<file path="src/flash_cmd_pkg.sv">
package flash_cmd_pkg;

  // Register indices; the byte address on the bus is four times the index.
  localparam logic [5:0] IDX_STATUS = 6'h00;
  localparam logic [5:0] IDX_LOCK = 6'h01;
  localparam logic [5:0] IDX_CMD_INDEX = 6'h02;
  localparam logic [5:0] IDX_CMD_OBJECT = 6'h03;
  localparam logic [5:0] IDX_CONFIG = 6'h04;
  localparam logic [5:0] IDX_PARTITION = 6'h05;
  localparam logic [5:0] IDX_MARGIN = 6'h06;

  // Status register bit positions.
  localparam int COMMAND_COMPLETE_FLAG_BIT = 7;
  localparam int ACCESS_ERROR_FLAG_BIT = 5;
  localparam int PROTECTION_VIOLATION_FLAG_BIT = 4;
  localparam int VREAD_BIT = 1;
  localparam int VUNCORR_BIT = 0;

  // Configuration register bit positions.
  localparam int SPECIAL_BIT = 0;
  localparam int LOADFIELD_BIT = 1;
  localparam int KEYUNLOCK_BIT = 2;

  // Command opcodes; program and user margin codes are arbitrary defaults.
  localparam logic [7:0] OP_QUERY = 8'h15;
  localparam logic [7:0] OP_PROGRAM = 8'h11;
  localparam logic [7:0] OP_ERASE = 8'h12;
  localparam logic [7:0] OP_USER_MARGIN = 8'h0D;
  localparam logic [7:0] OP_FIELD_MARGIN = 8'h0E;

  // Command index figures checked at launch, and the query result slots.
  localparam logic [2:0] CIX_QUERY = 3'h0;
  localparam logic [2:0] CIX_ONE = 3'h1;
  localparam logic [2:0] CIX_PROG_MIN = 3'h2;
  localparam logic [2:0] CIX_PROG_MAX = 3'h5;
  localparam logic [2:0] SLOT_DFLASH_PARTITION_SIZE = 3'h1;
  localparam logic [2:0] SLOT_BUFFER_RAM_PARTITION_SIZE = 3'h2;
  localparam logic [2:0] SLOT_ERASE_TALLY = 3'h3;
  localparam logic [2:0] SLOT_SECTORS = 3'h4;

  // D-Flash geometry and query reset answers.
  localparam logic [6:0] DF_BLOCK = 7'h10;
  localparam logic [16:0] DF_END = 17'h08000;
  localparam logic [15:0] QUERY_UNPART = 16'hFFFF;
  localparam logic [7:0] QUERY_NOCOUNT = 8'h00;

  // Margin levels.
  localparam logic [15:0] MARGIN_NORMAL = 16'h0000;
  localparam logic [15:0] MARGIN_USER1 = 16'h0001;

  // Lock register fields and values.
  localparam logic [7:0] LOCK_ALL_SET = 8'hFF;
  localparam logic [1:0] BACKDOOR_KEY_ENABLE_ON = 2'b10;
  localparam logic [1:0] SEC_UNLOCKED = 2'b10;

  // Command execution time.
  localparam int CLK_NS = 100;
  localparam int EXEC_NS = 1000;
  localparam int EXEC_CYC = (EXEC_NS + CLK_NS - 1) / CLK_NS;
  localparam logic [7:0] EXEC_LAST = 8'(EXEC_CYC - 1);

  typedef enum logic [0:0] {ST_IDLE, ST_EXEC} seq_state_t;

  // Configuration byte presented by the array during the reset sequence.
  typedef struct packed {
    logic doubleFault;
    logic [7:0] value;
  } cfg_byte_t;

  // One-cycle request to the flash array.
  typedef struct packed {
    logic valid;
    logic [7:0] opcode;
    logic [6:0] block;
    logic [15:0] addr;
  } array_req_t;

  // Read margin applied to later reads of one block.
  typedef struct packed {
    logic [6:0] block;
    logic [15:0] level;
  } margin_t;

endpackage : flash_cmd_pkg

</file>
<file path="src/flash_command_protection.sv">
`timescale 1ns/100ps
// How it works
// Query results stored before completion flag sets; the code stores them at the same edge as the flag.
// Query slots: 1 size, 2 buffer, 3 erases, 4 sectors.
// Unpartitioned query returns all-ones and zero counts.
// Program errors if index below 2 or above 5.
// Program errors while load field sequence active.
// Program errors on odd or invalid address.
// Program errors inside or running into partition.
// Verify sets read and uncorrectable status bits.
// Sector erase opcode 0x12 erases then completes.
// User margin errors on index or bad level.
// Field margin only in special mode, applied.
// Level 0 normal, level 1 first user margin.
// Lock register readable, writes have no effect.
// Lock register loaded from configuration byte.
// Double fault at load sets every lock bit.
// Key access enabled only for pattern 10.
// Backdoor unlock forces lock state bits to 10.
// Software keeps reserved bits erased.
// Software programs phrase once, reserved bytes 0xFF.
// Query errors if index is not zero.
// Launch by clearing flag; busy ignores object writes.
module flash_command_protection (
  input wire logic clk,
  input wire logic rst,
  input wire logic psel,
  input wire logic penable,
  input wire logic pwrite,
  input wire logic [7:0] paddr,
  input wire logic [31:0] pwdata,
  output logic [31:0] prdata,
  output logic pready,
  output logic pslverr,
  input wire flash_cmd_pkg::cfg_byte_t cfgByte,
  input wire logic verifyReadErr,
  input wire logic verifyUncorrErr,
  input wire logic [15:0] sectorCounts,
  output flash_cmd_pkg::array_req_t arrayReq,
  output flash_cmd_pkg::margin_t readMargin,
  output logic backdoorKeyEnable,
  output logic busy
);
  import flash_cmd_pkg::*;

  seq_state_t state_reg; // Sequencer state.
  logic [7:0] count_reg; // Execution cycle counter.
  logic [7:0] op_reg; // Opcode of the running command.
  logic command_complete_flag_reg; // Command complete flag.
  logic access_error_flag_reg; // Access error flag.
  logic vRead_reg; // Verify read error status.
  logic vUncorr_reg; // Verify uncorrectable status.
  logic [2:0] cix_reg; // Command index.
  logic [15:0] cmdObj [8]; // Command object words by index.
  logic special_reg; // Special mode selected.
  logic loadField_reg; // Load data field sequence active.
  logic parted_reg; // Partitioning has been done.
  logic [15:0] dflash_partition_size_reg; // D-Flash partition in sectors.
  logic [15:0] buffer_ram_partition_size_reg; // Buffer RAM partition size.
  logic [15:0] tally_reg; // Sector erase count.
  logic [7:0] lock_reg; // Lock register.
  logic loadPending_reg; // Lock load still owed after reset.
  logic ackPending_reg; // Answer given in this cycle.
  logic [31:0] rdata_reg; // Registered read data.
  logic err_reg; // Registered bus error.
  array_req_t req_reg; // Array request pulse.
  margin_t margin_reg; // Applied read margin.

  logic [5:0] idx; // Register index from the address.
  logic access; // Access phase seen, answer not yet given.
  logic mapped; // Address hits a register.
  logic wrEdge; // Write takes effect at this edge.
  logic launch; // Software cleared the complete flag.
  logic cmdErr; // Launch check failed.
  logic [7:0] opcode;
  logic [6:0] blk;
  logic [15:0] addr;
  logic blkOk;
  logic lvlBad;
  logic [16:0] userEnd; // First byte of the emulated partition.
  logic [16:0] endAddr; // Byte after the last programmed word.
  logic [2:0] words;

  assign idx = paddr[7:2];
  assign mapped = (paddr[1:0] == 2'h0) && (idx <= IDX_MARGIN);
  assign access = psel && penable && !ackPending_reg;
  assign wrEdge = psel && penable && ackPending_reg && pwrite && !err_reg;
  assign pready = ackPending_reg;
  assign prdata = rdata_reg;
  assign pslverr = ackPending_reg && err_reg;
  assign arrayReq = req_reg;
  assign readMargin = margin_reg;
  assign busy = (state_reg == ST_EXEC);
  assign backdoorKeyEnable = (lock_reg[7:6] == BACKDOOR_KEY_ENABLE_ON);

  // Launch needs a one written to the flag while it is set, so a write
  // during execution cannot start a second command.
  assign launch = wrEdge && (idx == IDX_STATUS) && pwdata[COMMAND_COMPLETE_FLAG_BIT] &&
                  command_complete_flag_reg;

  assign opcode = cmdObj[0][15:8];
  assign blk = cmdObj[0][6:0];
  assign addr = cmdObj[1];
  assign blkOk = (blk == DF_BLOCK);
  assign lvlBad = (addr > MARGIN_USER1);
  assign words = cix_reg - CIX_ONE;
  // The emulated partition sits above the user sectors of 256 bytes.
  assign userEnd = parted_reg ? {dflash_partition_size_reg[8:0], 8'h00} : DF_END;
  assign endAddr = {1'b0, addr} + {13'h0000, words, 1'b0};

  // Launch checks, one set per opcode; unknown opcodes are refused.
  always_comb begin
    unique case (opcode)
      OP_QUERY: begin
        cmdErr = (cix_reg != CIX_QUERY);
      end
      OP_PROGRAM: begin
        cmdErr = (cix_reg < CIX_PROG_MIN) || (cix_reg > CIX_PROG_MAX) ||
                 loadField_reg ||
                 !blkOk || addr[0] ||
                 ({1'b0, addr} >= userEnd) || (endAddr > userEnd);
      end
      OP_ERASE: begin
        cmdErr = (cix_reg != CIX_ONE) || loadField_reg || !blkOk ||
                 ({1'b0, addr} >= userEnd);
      end
      OP_USER_MARGIN: begin
        cmdErr = (cix_reg != CIX_ONE) || lvlBad || loadField_reg ||
                 !blkOk;
      end
      OP_FIELD_MARGIN: begin
        cmdErr = !special_reg || (cix_reg != CIX_ONE) || lvlBad ||
                 !blkOk;
      end
      default: begin
        cmdErr = 1'b1;
      end
    endcase
  end

  // Bus answer: registered one cycle into the access phase so that read
  // data comes from flip-flops; costs one wait state per transfer.
  always_ff @(posedge clk) begin
    if (rst) begin
      ackPending_reg <= 1'b0;
      rdata_reg <= 32'h00000000;
      err_reg <= 1'b0;
    end else begin
      ackPending_reg <= access;
      if (access) begin
        err_reg <= !mapped;
        rdata_reg <= 32'h00000000;
        if (mapped && !pwrite) begin
          unique case (idx)
            IDX_STATUS: begin
              rdata_reg[COMMAND_COMPLETE_FLAG_BIT] <= command_complete_flag_reg;
              rdata_reg[ACCESS_ERROR_FLAG_BIT] <= access_error_flag_reg;
              rdata_reg[PROTECTION_VIOLATION_FLAG_BIT] <= 1'b0;
              rdata_reg[VREAD_BIT] <= vRead_reg;
              rdata_reg[VUNCORR_BIT] <= vUncorr_reg;
            end
            IDX_LOCK: rdata_reg[7:0] <= lock_reg;
            IDX_CMD_INDEX: rdata_reg[2:0] <= cix_reg;
            IDX_CMD_OBJECT: rdata_reg[15:0] <= cmdObj[cix_reg];
            IDX_CONFIG: begin
              rdata_reg[SPECIAL_BIT] <= special_reg;
              rdata_reg[LOADFIELD_BIT] <= loadField_reg;
            end
            IDX_PARTITION: rdata_reg <= {buffer_ram_partition_size_reg, dflash_partition_size_reg};
            IDX_MARGIN: rdata_reg <= {9'h000, margin_reg};
            default: rdata_reg <= 32'h00000000;
          endcase
        end
      end
    end
  end

  // Sequencer: launch, timed execution and completion.
  always_ff @(posedge clk) begin
    if (rst) begin
      state_reg <= ST_IDLE;
      count_reg <= 8'h00;
      op_reg <= 8'h00;
      command_complete_flag_reg <= 1'b1;
      req_reg <= '0;
    end else begin
      req_reg.valid <= 1'b0;
      unique case (state_reg)
        ST_IDLE: begin
          if (launch && !cmdErr) begin
            state_reg <= ST_EXEC;
            command_complete_flag_reg <= 1'b0;
            count_reg <= 8'h00;
            op_reg <= opcode;
            req_reg <= '{1'b1, opcode, blk, addr};
          end
        end
        ST_EXEC: begin
          count_reg <= count_reg + 8'h01;
          if (count_reg == EXEC_LAST) begin
            state_reg <= ST_IDLE;
            command_complete_flag_reg <= 1'b1;
          end
        end
      endcase
    end
  end

  // Error flags. A new error wins over a clear in the same cycle.
  always_ff @(posedge clk) begin
    if (rst) begin
      access_error_flag_reg <= 1'b0;
      vRead_reg <= 1'b0;
      vUncorr_reg <= 1'b0;
    end else begin
      if (launch && cmdErr) begin
        access_error_flag_reg <= 1'b1;
      end else if (wrEdge && idx == IDX_STATUS && pwdata[ACCESS_ERROR_FLAG_BIT]) begin
        access_error_flag_reg <= 1'b0;
      end
      if (launch && !cmdErr) begin
        vRead_reg <= 1'b0;
        vUncorr_reg <= 1'b0;
      end else if (busy && op_reg == OP_PROGRAM) begin
        vRead_reg <= vRead_reg | verifyReadErr;
        vUncorr_reg <= vUncorr_reg | verifyUncorrErr;
      end
    end
  end

  // Software settings; all are frozen while a command runs.
  always_ff @(posedge clk) begin
    if (rst) begin
      cix_reg <= 3'h0;
      special_reg <= 1'b0;
      loadField_reg <= 1'b0;
      parted_reg <= 1'b0;
      dflash_partition_size_reg <= QUERY_UNPART;
      buffer_ram_partition_size_reg <= QUERY_UNPART;
    end else if (wrEdge && !busy) begin
      if (idx == IDX_CMD_INDEX) begin
        cix_reg <= pwdata[2:0];
      end
      if (idx == IDX_CONFIG) begin
        special_reg <= pwdata[SPECIAL_BIT];
        loadField_reg <= pwdata[LOADFIELD_BIT];
      end
      if (idx == IDX_PARTITION) begin
        parted_reg <= 1'b1;
        dflash_partition_size_reg <= pwdata[15:0];
        buffer_ram_partition_size_reg <= pwdata[31:16];
      end
    end
  end

  // Command object words: software loads them while idle, and a finished
  // query overwrites its result slots at the same edge as the complete flag rises.
  always_ff @(posedge clk) begin
    if (rst) begin
      for (int i = 0; i < 8; i++) begin
        cmdObj[i] <= 16'h0000;
      end
    end else if (busy && count_reg == EXEC_LAST && op_reg == OP_QUERY) begin
      cmdObj[SLOT_DFLASH_PARTITION_SIZE] <= parted_reg ? dflash_partition_size_reg : QUERY_UNPART;
      cmdObj[SLOT_BUFFER_RAM_PARTITION_SIZE] <= parted_reg ? buffer_ram_partition_size_reg : QUERY_UNPART;
      cmdObj[SLOT_ERASE_TALLY] <= parted_reg ? tally_reg : QUERY_UNPART;
      cmdObj[SLOT_SECTORS] <= parted_reg ? sectorCounts :
                              {QUERY_NOCOUNT, QUERY_NOCOUNT};
    end else if (wrEdge && !busy && idx == IDX_CMD_OBJECT) begin
      cmdObj[cix_reg] <= pwdata[15:0];
    end
  end

  // Erase tally and applied margin level.
  always_ff @(posedge clk) begin
    if (rst) begin
      tally_reg <= 16'h0000;
      margin_reg <= '{DF_BLOCK, MARGIN_NORMAL};
    end else if (busy && count_reg == EXEC_LAST) begin
      if (op_reg == OP_ERASE) begin
        tally_reg <= tally_reg + 16'h0001;
      end
      if (op_reg == OP_USER_MARGIN || op_reg == OP_FIELD_MARGIN) begin
        margin_reg <= '{blk, addr};
      end
    end
  end

  // Lock register: a constant under reset, then the configuration byte is
  // taken at the first edge after release. Bus writes reach it only through the key unlock bit of the configuration register.
  always_ff @(posedge clk) begin
    if (rst) begin
      lock_reg <= LOCK_ALL_SET;
      loadPending_reg <= 1'b1;
    end else if (loadPending_reg) begin
      loadPending_reg <= 1'b0;
      lock_reg <= cfgByte.doubleFault ? LOCK_ALL_SET : cfgByte.value;
    end else if (wrEdge && idx == IDX_CONFIG && pwdata[KEYUNLOCK_BIT] &&
                 backdoorKeyEnable) begin
      lock_reg[1:0] <= SEC_UNLOCKED;
    end
  end

endmodule : flash_command_protection

</file>
<file path="config.mk">
export PLATFORM = sky130hd
export DESIGN_NAME = flash_command_protection
export DESIGN_NICKNAME = d
export VERILOG_FILES = /design/src/flash_cmd_pkg.sv /design/src/flash_command_protection.sv
export SDC_FILE = /design/constraint.sdc
export NUM_CORES = 1
export LEC_CHECK = 0
export ABC_AREA = 1
export BUFFER_PORTS_ARGS = -buffer_cell sky130_fd_sc_hd__buf_4
export CORE_UTILIZATION = 40
export CTS_CLUSTER_SIZE = 14
export DETAILED_ROUTE_END_ITERATION = 8
export GPL_ROUTABILITY_DRIVEN = 1
export PLACE_DENSITY = 0.61
export RECOVER_POWER = 100
export SLEW_MARGIN = 20
export SYNTH_ARGS = -nofsm -noshare
export SYNTH_HDL_FRONTEND = slang
export SYNTH_SLANG_ARGS = --single-unit
export TNS_END_PERCENT = 5
</file>
<file path="constraint.sdc">
create_clock -name clk -period 4.7 [get_ports clk]
set_input_delay 0.94 -clock clk [delete_from_list [all_inputs] [get_ports clk]]
set_output_delay 0.94 -clock clk [all_outputs]
set_load 0.02 [all_outputs]
</file>
# Yosys cells after proc, flatten, opt, wreduce, memory -nomap -nowiden
# Memory sizes are Yosys's and may differ from the RTL's. A register that Yosys moved wholly into a read port is not among the register bits.
# Index checks and enable logic that the tools add are counted.
# W data, S select, Z words.
# word_totals
rom_bits,0
input_bits,72
register_bits,165
mem_bits_rw,128
latchBits,0
out_inout_bits,91
mem_count,1
wordCells,173
# mem_list
name,depth,width,rd,rd_clocked_by_memory_dff,write_ports,line,source
cmdObj,8,16,3,1,8,flash_command_protection.sv:54,logic [15:0] cmdObj [8];
# op_classes
n_reduce_logical,61
n_bitwise,7
magnitude_cmp,6
mux,47
n_eq_ne,22
n_shift,0
multipliers,0
addsub,4
div,0
# op_table
op,count
$mux W16,9
$mux W32,2
$eq A8 B5 Y1 const B,6
$eq A8 B4 Y1 const B,5
$pmux W16 S2,1
$pmux W8 S3,1
$logic_and A1 B1 Y1,22
$eq A6 B3 Y1 const B,3
$add A16 B4 Y17,1
$ge A16 B17 Y1,1
$gt A17 B17 Y1,1
$mux W17,1
$add A16 B1 Y16 const B,1
$gt A16 B1 Y1 const B,1
$logic_or A1 B1 Y1,16
$mux W1,16
$mux W8,2
$pmux W8 S2,1
$reduce_or A16 Y1,1
$pmux W1 S5,3
$pmux W2 S7,1
$reduce_and A2 Y1,7
$eq A6 B2 Y1 const B,2
$pmux W2 S5,1
23 further kinds,42

# Longest topological paths before layout
# Gate-level depths: netlist (run 1).
# logic_depth
ltp_word,12
ltp_mapped,30

# Worst setup path before layout (run 1)
# No wires, ideal clock.
# synth_path
kind,reg2reg
start,reg cix_reg[0]
end,"reg req_reg, in the netlist arrayReq[12]"
path_slack_ns,0.867
t_required_ns,4.587
arrival_ns,3.719
setup_time_ns,0.113
stages_incl_launch_ff,29
path_cell_list,dfxtp_1 -> inv_1 -> ha_1 -> xor2_1 -> ha_1 -> nand3_1 -> nand3_1 -> nand2_1 -> nor2_1 -> nand3_1 -> nor2_1 -> nand2_1 -> nor3_1 -> nand2_1 -> xor2_1 -> inv_1 -> ha_1 -> nand2_1 -> nor3_1 -> nand2_1 -> nor2_1 -> nand3_1 -> nand2_1 -> nand2_1 -> nand2_2 -> nand4_4 -> buf_2 -> nor2_1 -> nor2_1
# synth_between
elab_chain_cells,11
# synth_lines
item,line,source
"start, declared",flash_command_protection.sv:53,logic [2:0] cix_reg;
"start signal, assigned",flash_command_protection.sv:242,cix_reg <= pwdata[2:0];
branches (longest 7 deep; another with $add A16 B4 Y17),-,
$pmux W1 S5 (*),flash_command_protection.sv:113,unique case (opcode)
$logic_not A1 Y1 (*),flash_command_protection.sv:190,if (launch && !cmdErr) begin
$logic_and A1 B1 Y1 (*),flash_command_protection.sv:190,
$reduce_and A2 Y1 (no line) (*),-,
"end signal, assigned",flash_command_protection.sv:195,"req_reg <= '{1'b1, opcode, blk, addr};"
"end, declared",flash_command_protection.sv:66,array_req_t req_reg;
# Mark *: on every way between the ends.
# A chain may end at the register's enable or synchronous reset.

==> results.json, run 1 <==
{
  "outcome": "finished with violations",
  "rrSetupSlack_ns": 0.47,
  "die_w_microns": 190,
  "grtUsageTotal": 0.255,
  "area.growth.synth_to_final_pct": 15.1,
  "finalCriticalPeriod_ns": 4.54,
  "clock_skew_ns": 0.0278,
  "worst-path-buf-inv": 2,
  "cp-start-kind": "primary input",
  "worstHoldPathCells": 2,
  "nets": 1965,
  "yosysWarnings": 0,
  "rsz0062_at_grt": "false",
  "die_area_sq_um": 36200,
  "syn_avg_cell_area_sq_um": 8.15,
  "antenna_found_initial": 0,
  "critPathKind": "in2reg",
  "path_delay_family": "simple AND/OR/NAND/NOR gates",
  "worst_pin_slew_ns": 1.95,
  "postCtsSetupBuffers": 0,
  "firstDrtPassIters": 5,
  "grt_pass1_vias": 11890,
  "path_cells": "clkbuf_1 -> a21oi_1 -> nand3_1 -> nor2_1 -> nand2_1 -> nand2_1 -> clkbuf_2",
  "drc_errors": 0,
  "slowest_delay_ns": 1.04,
  "hold_class": "reg2reg",
  "crit_slowest_cell": "a21oi_1",
  "post-route-util": 0.470,
  "drv_slew": 143,
  "worstPathArrival_ns": 4.73,
  "cp-end-kind": "register",
  "ir_drop_mv": 0.322,
  "dieHeight_microns": 190,
  "syn_inst": 1741,
  "critical_path.max_fanout": 24,
  "period_share": 0.965,
  "violations": "max-capacitance violations, max-slew violations",
  "r2r_cells": 29,
  "grt_max_degree": 65,
  "grt_pass1_wl_microns": 70700,
  "htree_num_levels": 2,
  "place_hpwl_microns": 33400,
  "power_density_nw_per_um2": 337,
  "cts.reportedPaths.clkPinSlew_ns": 0.05,
  "clock_path_buffers": 3,
  "mostFrequentLayoutCells": "337 x nand2_1, 245 x nor2_1, 208 x o21ai_0",
  "finalHoldViolations": 0,
  "cts-root-buf": "clkbuf_16",
  "yosysTopAreaCell": "edfxtp_1",
  "row_count": 68,
  "synth.distinct_cells": 52,
  "routedWlPerCell_microns": 19.9,
  "numCtsBuffers": 34,
  "fmax_mhz": 220,
  "synth.area.top_cells": "edfxtp_1 27%, dfxtp_1 24%, nand2_1 8.8%",
  "yosysSeqAreaShare": 0.508,
  "setup_viol_count_final": 0,
  "drt_iter0_markers": 1317,
  "slew_headroom": -0.308,
  "start_util": 0.409,
  "drt_wl_total_microns": 46700,
  "overflow": 0,
  "synthFlopType": "dfxtp_1",
  "vias": 12716,
  "largest_register_ffs": 128,
  "ant_nets": 0,
  "ys_ff_latch": 296,
  "crit_path_frequent_cell": "nand2_1",
  "synth_edf_count": 128,
  "crit_required_ns": 4.89,
  "vias_per_cell": 5.42,
  "finalSetupTns_ns": 0,
  "antenna_cells": 0,
  "final_layout_size_suffix_gt1_frac": 0.0857,
  "power_leakage_uw": 0.00653,
  "synth_top_area_frac": 0.271,
  "synthArstFlopShare": 0,
  "cts_tree": "done",
  "crit_cells": 7,
  "port_buffers": 162,
  "syn_nets": 1840,
  "maxCapViolations": 4,
  "layout_commonest_cell": "nand2_1",
  "gp_congestion": 0.954,
  "core_area_sq_um": 34700,
  "io_pins": 163,
  "largest_register": "cmdObj",
  "clock_latency_ns": 0.52,
  "syn_area_sq_um": 14200,
  "cts_sinks": 296
}
routing by layer:
layer	vias to the layer above	global-route usage	part of all wire
met1	6030	0.357	0.44
met3	78	0.0416	0.074
li1	6120	-	-
met2	488	0.403	0.45
met4	0	0.0797	0.028
met5	-	0	0
area by class of cell:
class                      instances  area (sq um)
clock inverter                     8          66.3
fill                            3504         18400
inverter                         157           591
multi-input combinational       1195          5910
timing repair buffer             182          1010
tap                              455           569
clock buffer                      53           973
sequential                       296          7210
cells in the mapped netlist (8+ instances only):
master      n
nand2_1   331
o21ai_1    14
buf_2      25
inv_1     144
mux2i_1     9
a31oi_1     8
nand2_2     8
dfxtp_1   168
edfxtp_1  128
xor2_1      9
o211ai_1   43
nor3_1     20
nand4_1    14
ha_1       26
clkbuf_1   55
o22ai_1    11
nand3_1   100
a21oi_1   100
o21ai_0   197
nor2_1    240
where the power goes:
group          switching, uW  internal (uW)  total, uW
Clock                   1050           1480       2530
Combinational            161           70.0        231
Sequential              29.9           2720       2750
cells by family after synthesis:
logic type,count (synthesis),synth area share
DFF,296,0.508
and+or+nand+nor,752,0.229
AOI/OAI and AO/OA,395,0.154
muxes,9,0.00635
adders and majority gates,27,0.0243
xor gates and xnor gates,12,0.00741
buffers and inverters,250,0.0710
tightest hold or removal path, delay by kind of cell, from the launching register on:
| family | cells | cell delay, ns |
|---|---|---|
| flops | 1 | 0.31 |
| simple gates | 1 | 0.06 |
| compound gates | 1 | 0.05 |
path summary, 6_finish.rpt:
path	from	to
worst max-delay path	rst	cmdObj[0][4]
worst min-delay path	prdata[11]	prdata[11]
worst min register to register	prdata[11]	prdata[11]
worst max register to register	cix_reg[1]	arrayReq[8]
metrics by stage:
stage                     cell area (sq um)  hold WS [ns]  cells  power, uW  worst slack, ns
final                                 16300         0.465   2346       5510            0.164
after global placement                15700         0.454   2285       3040            0.502
after global routing                  16300         0.480   2346       5650           0.0610
after detailed placement              15700         0.452   2285       3040            0.310
after CTS                             16800         0.469   2346       5530            0.278
after floorplan                       14200         0.419   1741       2900            0.867
repair_timing:
action	4_1_cts	5_1_grt
hold buffers	0	0
gates resized for setup	0	2
setup endpoints to repair	0	25
No activity file was read; power rests on OpenSTA's default activity.
==> inputs of run 2 (changes only) <==
- clock period: 4.7 -> 5.51 ns (I/O delays scaled with it)
==> run 2 against run 1 <==
  * The flow still finishes with violations (max-capacitance violations, max-slew violations)
  * Hold slack better by 0.00087 ns
  * Final cell count fell by 0.30%
  * Sequential power fell by 15%
  * Clock skew is 0.0068 ns lower
  * Combinational power shrank 14%
  * Die area is the same
  * Total power shrank 13%
  * Non-clock buffer count down 8
  * Utilization barely moved
  * Setup slack gained 0.45 ns
  * Clock power down 12%
  * Highest routed layer unchanged
==> results.json, run 2 (same netlist as run 1, synthesis figures left out) <==
{
  "outcome": "finished with violations",
  "violations": "max-capacitance violations, max-slew violations",
  "cp-end-kind": "register",
  "finalHoldViolations": 0,
  "worstHoldPathCells": 2,
  "holdPathEnd": "prdata[24]",
  "die_w_microns": 190,
  "crit_path_start": "cix_reg[0]",
  "finalCriticalPeriod_ns": 4.89,
  "power_density_nw_per_um2": 292,
  "clock_skew_ns": 0.0211,
  "largest_register_ffs": 128,
  "mostFrequentLayoutCells": "336 x nand2_1, 244 x nor2_1, 207 x o21ai_0",
  "clock_path_buffers": 3,
  "area.growth.synth_to_final_pct": 15.1,
  "hold_buffers": 0,
  "largest_register": "cmdObj",
  "seqPwrFrac": 0.492,
  "drv_slew": 175,
  "cts-root-buf": "clkbuf_16",
  "critPathKind": "reg2reg",
  "stdcell_area_sq_um": 16300,
  "setup_viol_count_final": 0,
  "power.total_uw": 4770,
  "p_comb_frac": 0.042,
  "dpl_cell_area_sq_um": 15600,
  "power.internal_uw": 3690,
  "worstPathArrival_ns": 5.29,
  "hold_start": "prdata[24]",
  "finalSetupTns_ns": 0,
  "antenna_found_initial": 0,
  "hold_class": "reg2reg",
  "cts_tree": "done",
  "dieHeight_microns": 190,
  "cts_sinks": 296,
  "critical_path.max_fanout": 30,
  "drt_wl_total_microns": 47100,
  "path_delay_family": "simple AND/OR/NAND/NOR gates",
  "htree_num_levels": 2,
  "place_hpwl_microns": 33300,
  "ctsResizeCount": 0,
  "vias_per_cell": 5.43,
  "grt_max_degree": 64,
  "worst-path-buf-inv": 2,
  "rrSetupSlack_ns": 0.62,
  "maxCapViolations": 5,
  "io_pins": 163,
  "start_util": 0.409,
  "power_leakage_uw": 0.00651,
  "gp_congestion": 0.941,
  "period_share": 0.888,
  "p_clk_frac": 0.466,
  "row_count": 68,
  "port_buffers": 162,
  "worst_pin_slew_ns": 1.74,
  "fmax_mhz": 204,
  "cts.reportedPaths.clkPinSlew_ns": 0.06,
  "rsz0062_at_grt": "false",
  "antenna_cells": 0,
  "slowest_delay_ns": 0.62,
  "core_area_sq_um": 34700,
  "layout_commonest_cell": "nand2_1",
  "routedWlPerCell_microns": 20.1,
  "grtUsageTotal": 0.255,
  "grt_pass1_wl_microns": 70100,
  "regToRegStartpoint": "cix_reg[0]",
  "r2r_cells": 27,
  "numCtsBuffers": 34,
  "cp-start-kind": "register",
  "ant_nets": 0,
  "drt_iter0_markers": 1132,
  "crit_required_ns": 5.91,
  "die_area_sq_um": 36200,
  "switching_share": 0.227,
  "crit_slowest_cell": "nand4_2",
  "drc_errors": 0,
  "final_layout_size_suffix_gt1_frac": 0.0844,
  "vias": 12709,
  "post-route-util": 0.470,
  "slew_headroom": -0.159,
  "ir_drop_mv": 0.200,
  "reg2reg_to": "arrayReq[15]",
  "postCtsSetupBuffers": 0,
  "grt_pass1_vias": 11673,
  "clock_latency_ns": 0.51,
  "crit_path_frequent_cell": "nand2_1",
  "nets": 1958,
  "p_switching_uw": 1080,
  "overflow": 0,
  "firstDrtPassIters": 5
}
==> run 2: how the worst max path moves through the flow <==
stage          slack (ns)            to  depth (start not counted)
3_3_place_gp         0.87  arrayReq[11]                         27
5_1_grt              0.12   arrayReq[0]                         28
3_5_place_dp         0.55   arrayReq[1]                         27
6_report             0.62  arrayReq[15]                         27
2_1_floorplan        1.68  arrayReq[12]                         28
4_1_cts              0.51   arrayReq[1]                         27
==> run 2: worst register-to-register path: cells and delay by family, from the launching register on <==
family        cells  cell delay (ns)
simple gates     20             2.87
fa+ha+maj         3             0.90
flops             1             0.47
xor+xnor          2             0.31
buf+inv           2             0.23
==> run 2: layout make-up <==
cell class / instances / area, sq um
Clock buffer: 50 / 995
Clock inverter: 11 / 93.8
Fill cell: 3488 / 18400
Inverter: 157 / 591
Multi-Input combinational cell: 1196 / 5920
Sequential cell: 296 / 7210
Tap cell: 455 / 569
Timing Repair Buffer: 174 / 943
==> run 2: metrics by stage <==
step / cells / hold slack (ns) / worst slack (ns)
finish: 2339 / 0.466 / 0.617
global route: 2339 / 0.481 / 0.121
CTS: 2338 / 0.466 / 0.508
detailed placement: 2277 / 0.457 / 0.555
global placement: 2277 / 0.456 / 0.867
floorplan: 1741 / 0.419 / 1.68
==> run 2: metal layers <==
metal  track usage  wire length, microns
met5             0                     0
met4        0.0843                  1310
met3        0.0383                  3690
met2         0.398                 21300
met1         0.361                 20800
==> run 2: power groups by stage <==
stage	clock, uW	combinational (uW)	sequential [uW]
after global routing	2330	214	2350
after detailed placement	0	199	2390
final	2220	199	2340
after CTS	2250	200	2340
after global placement	0	198	2390
after floorplan	0	96.5	2380
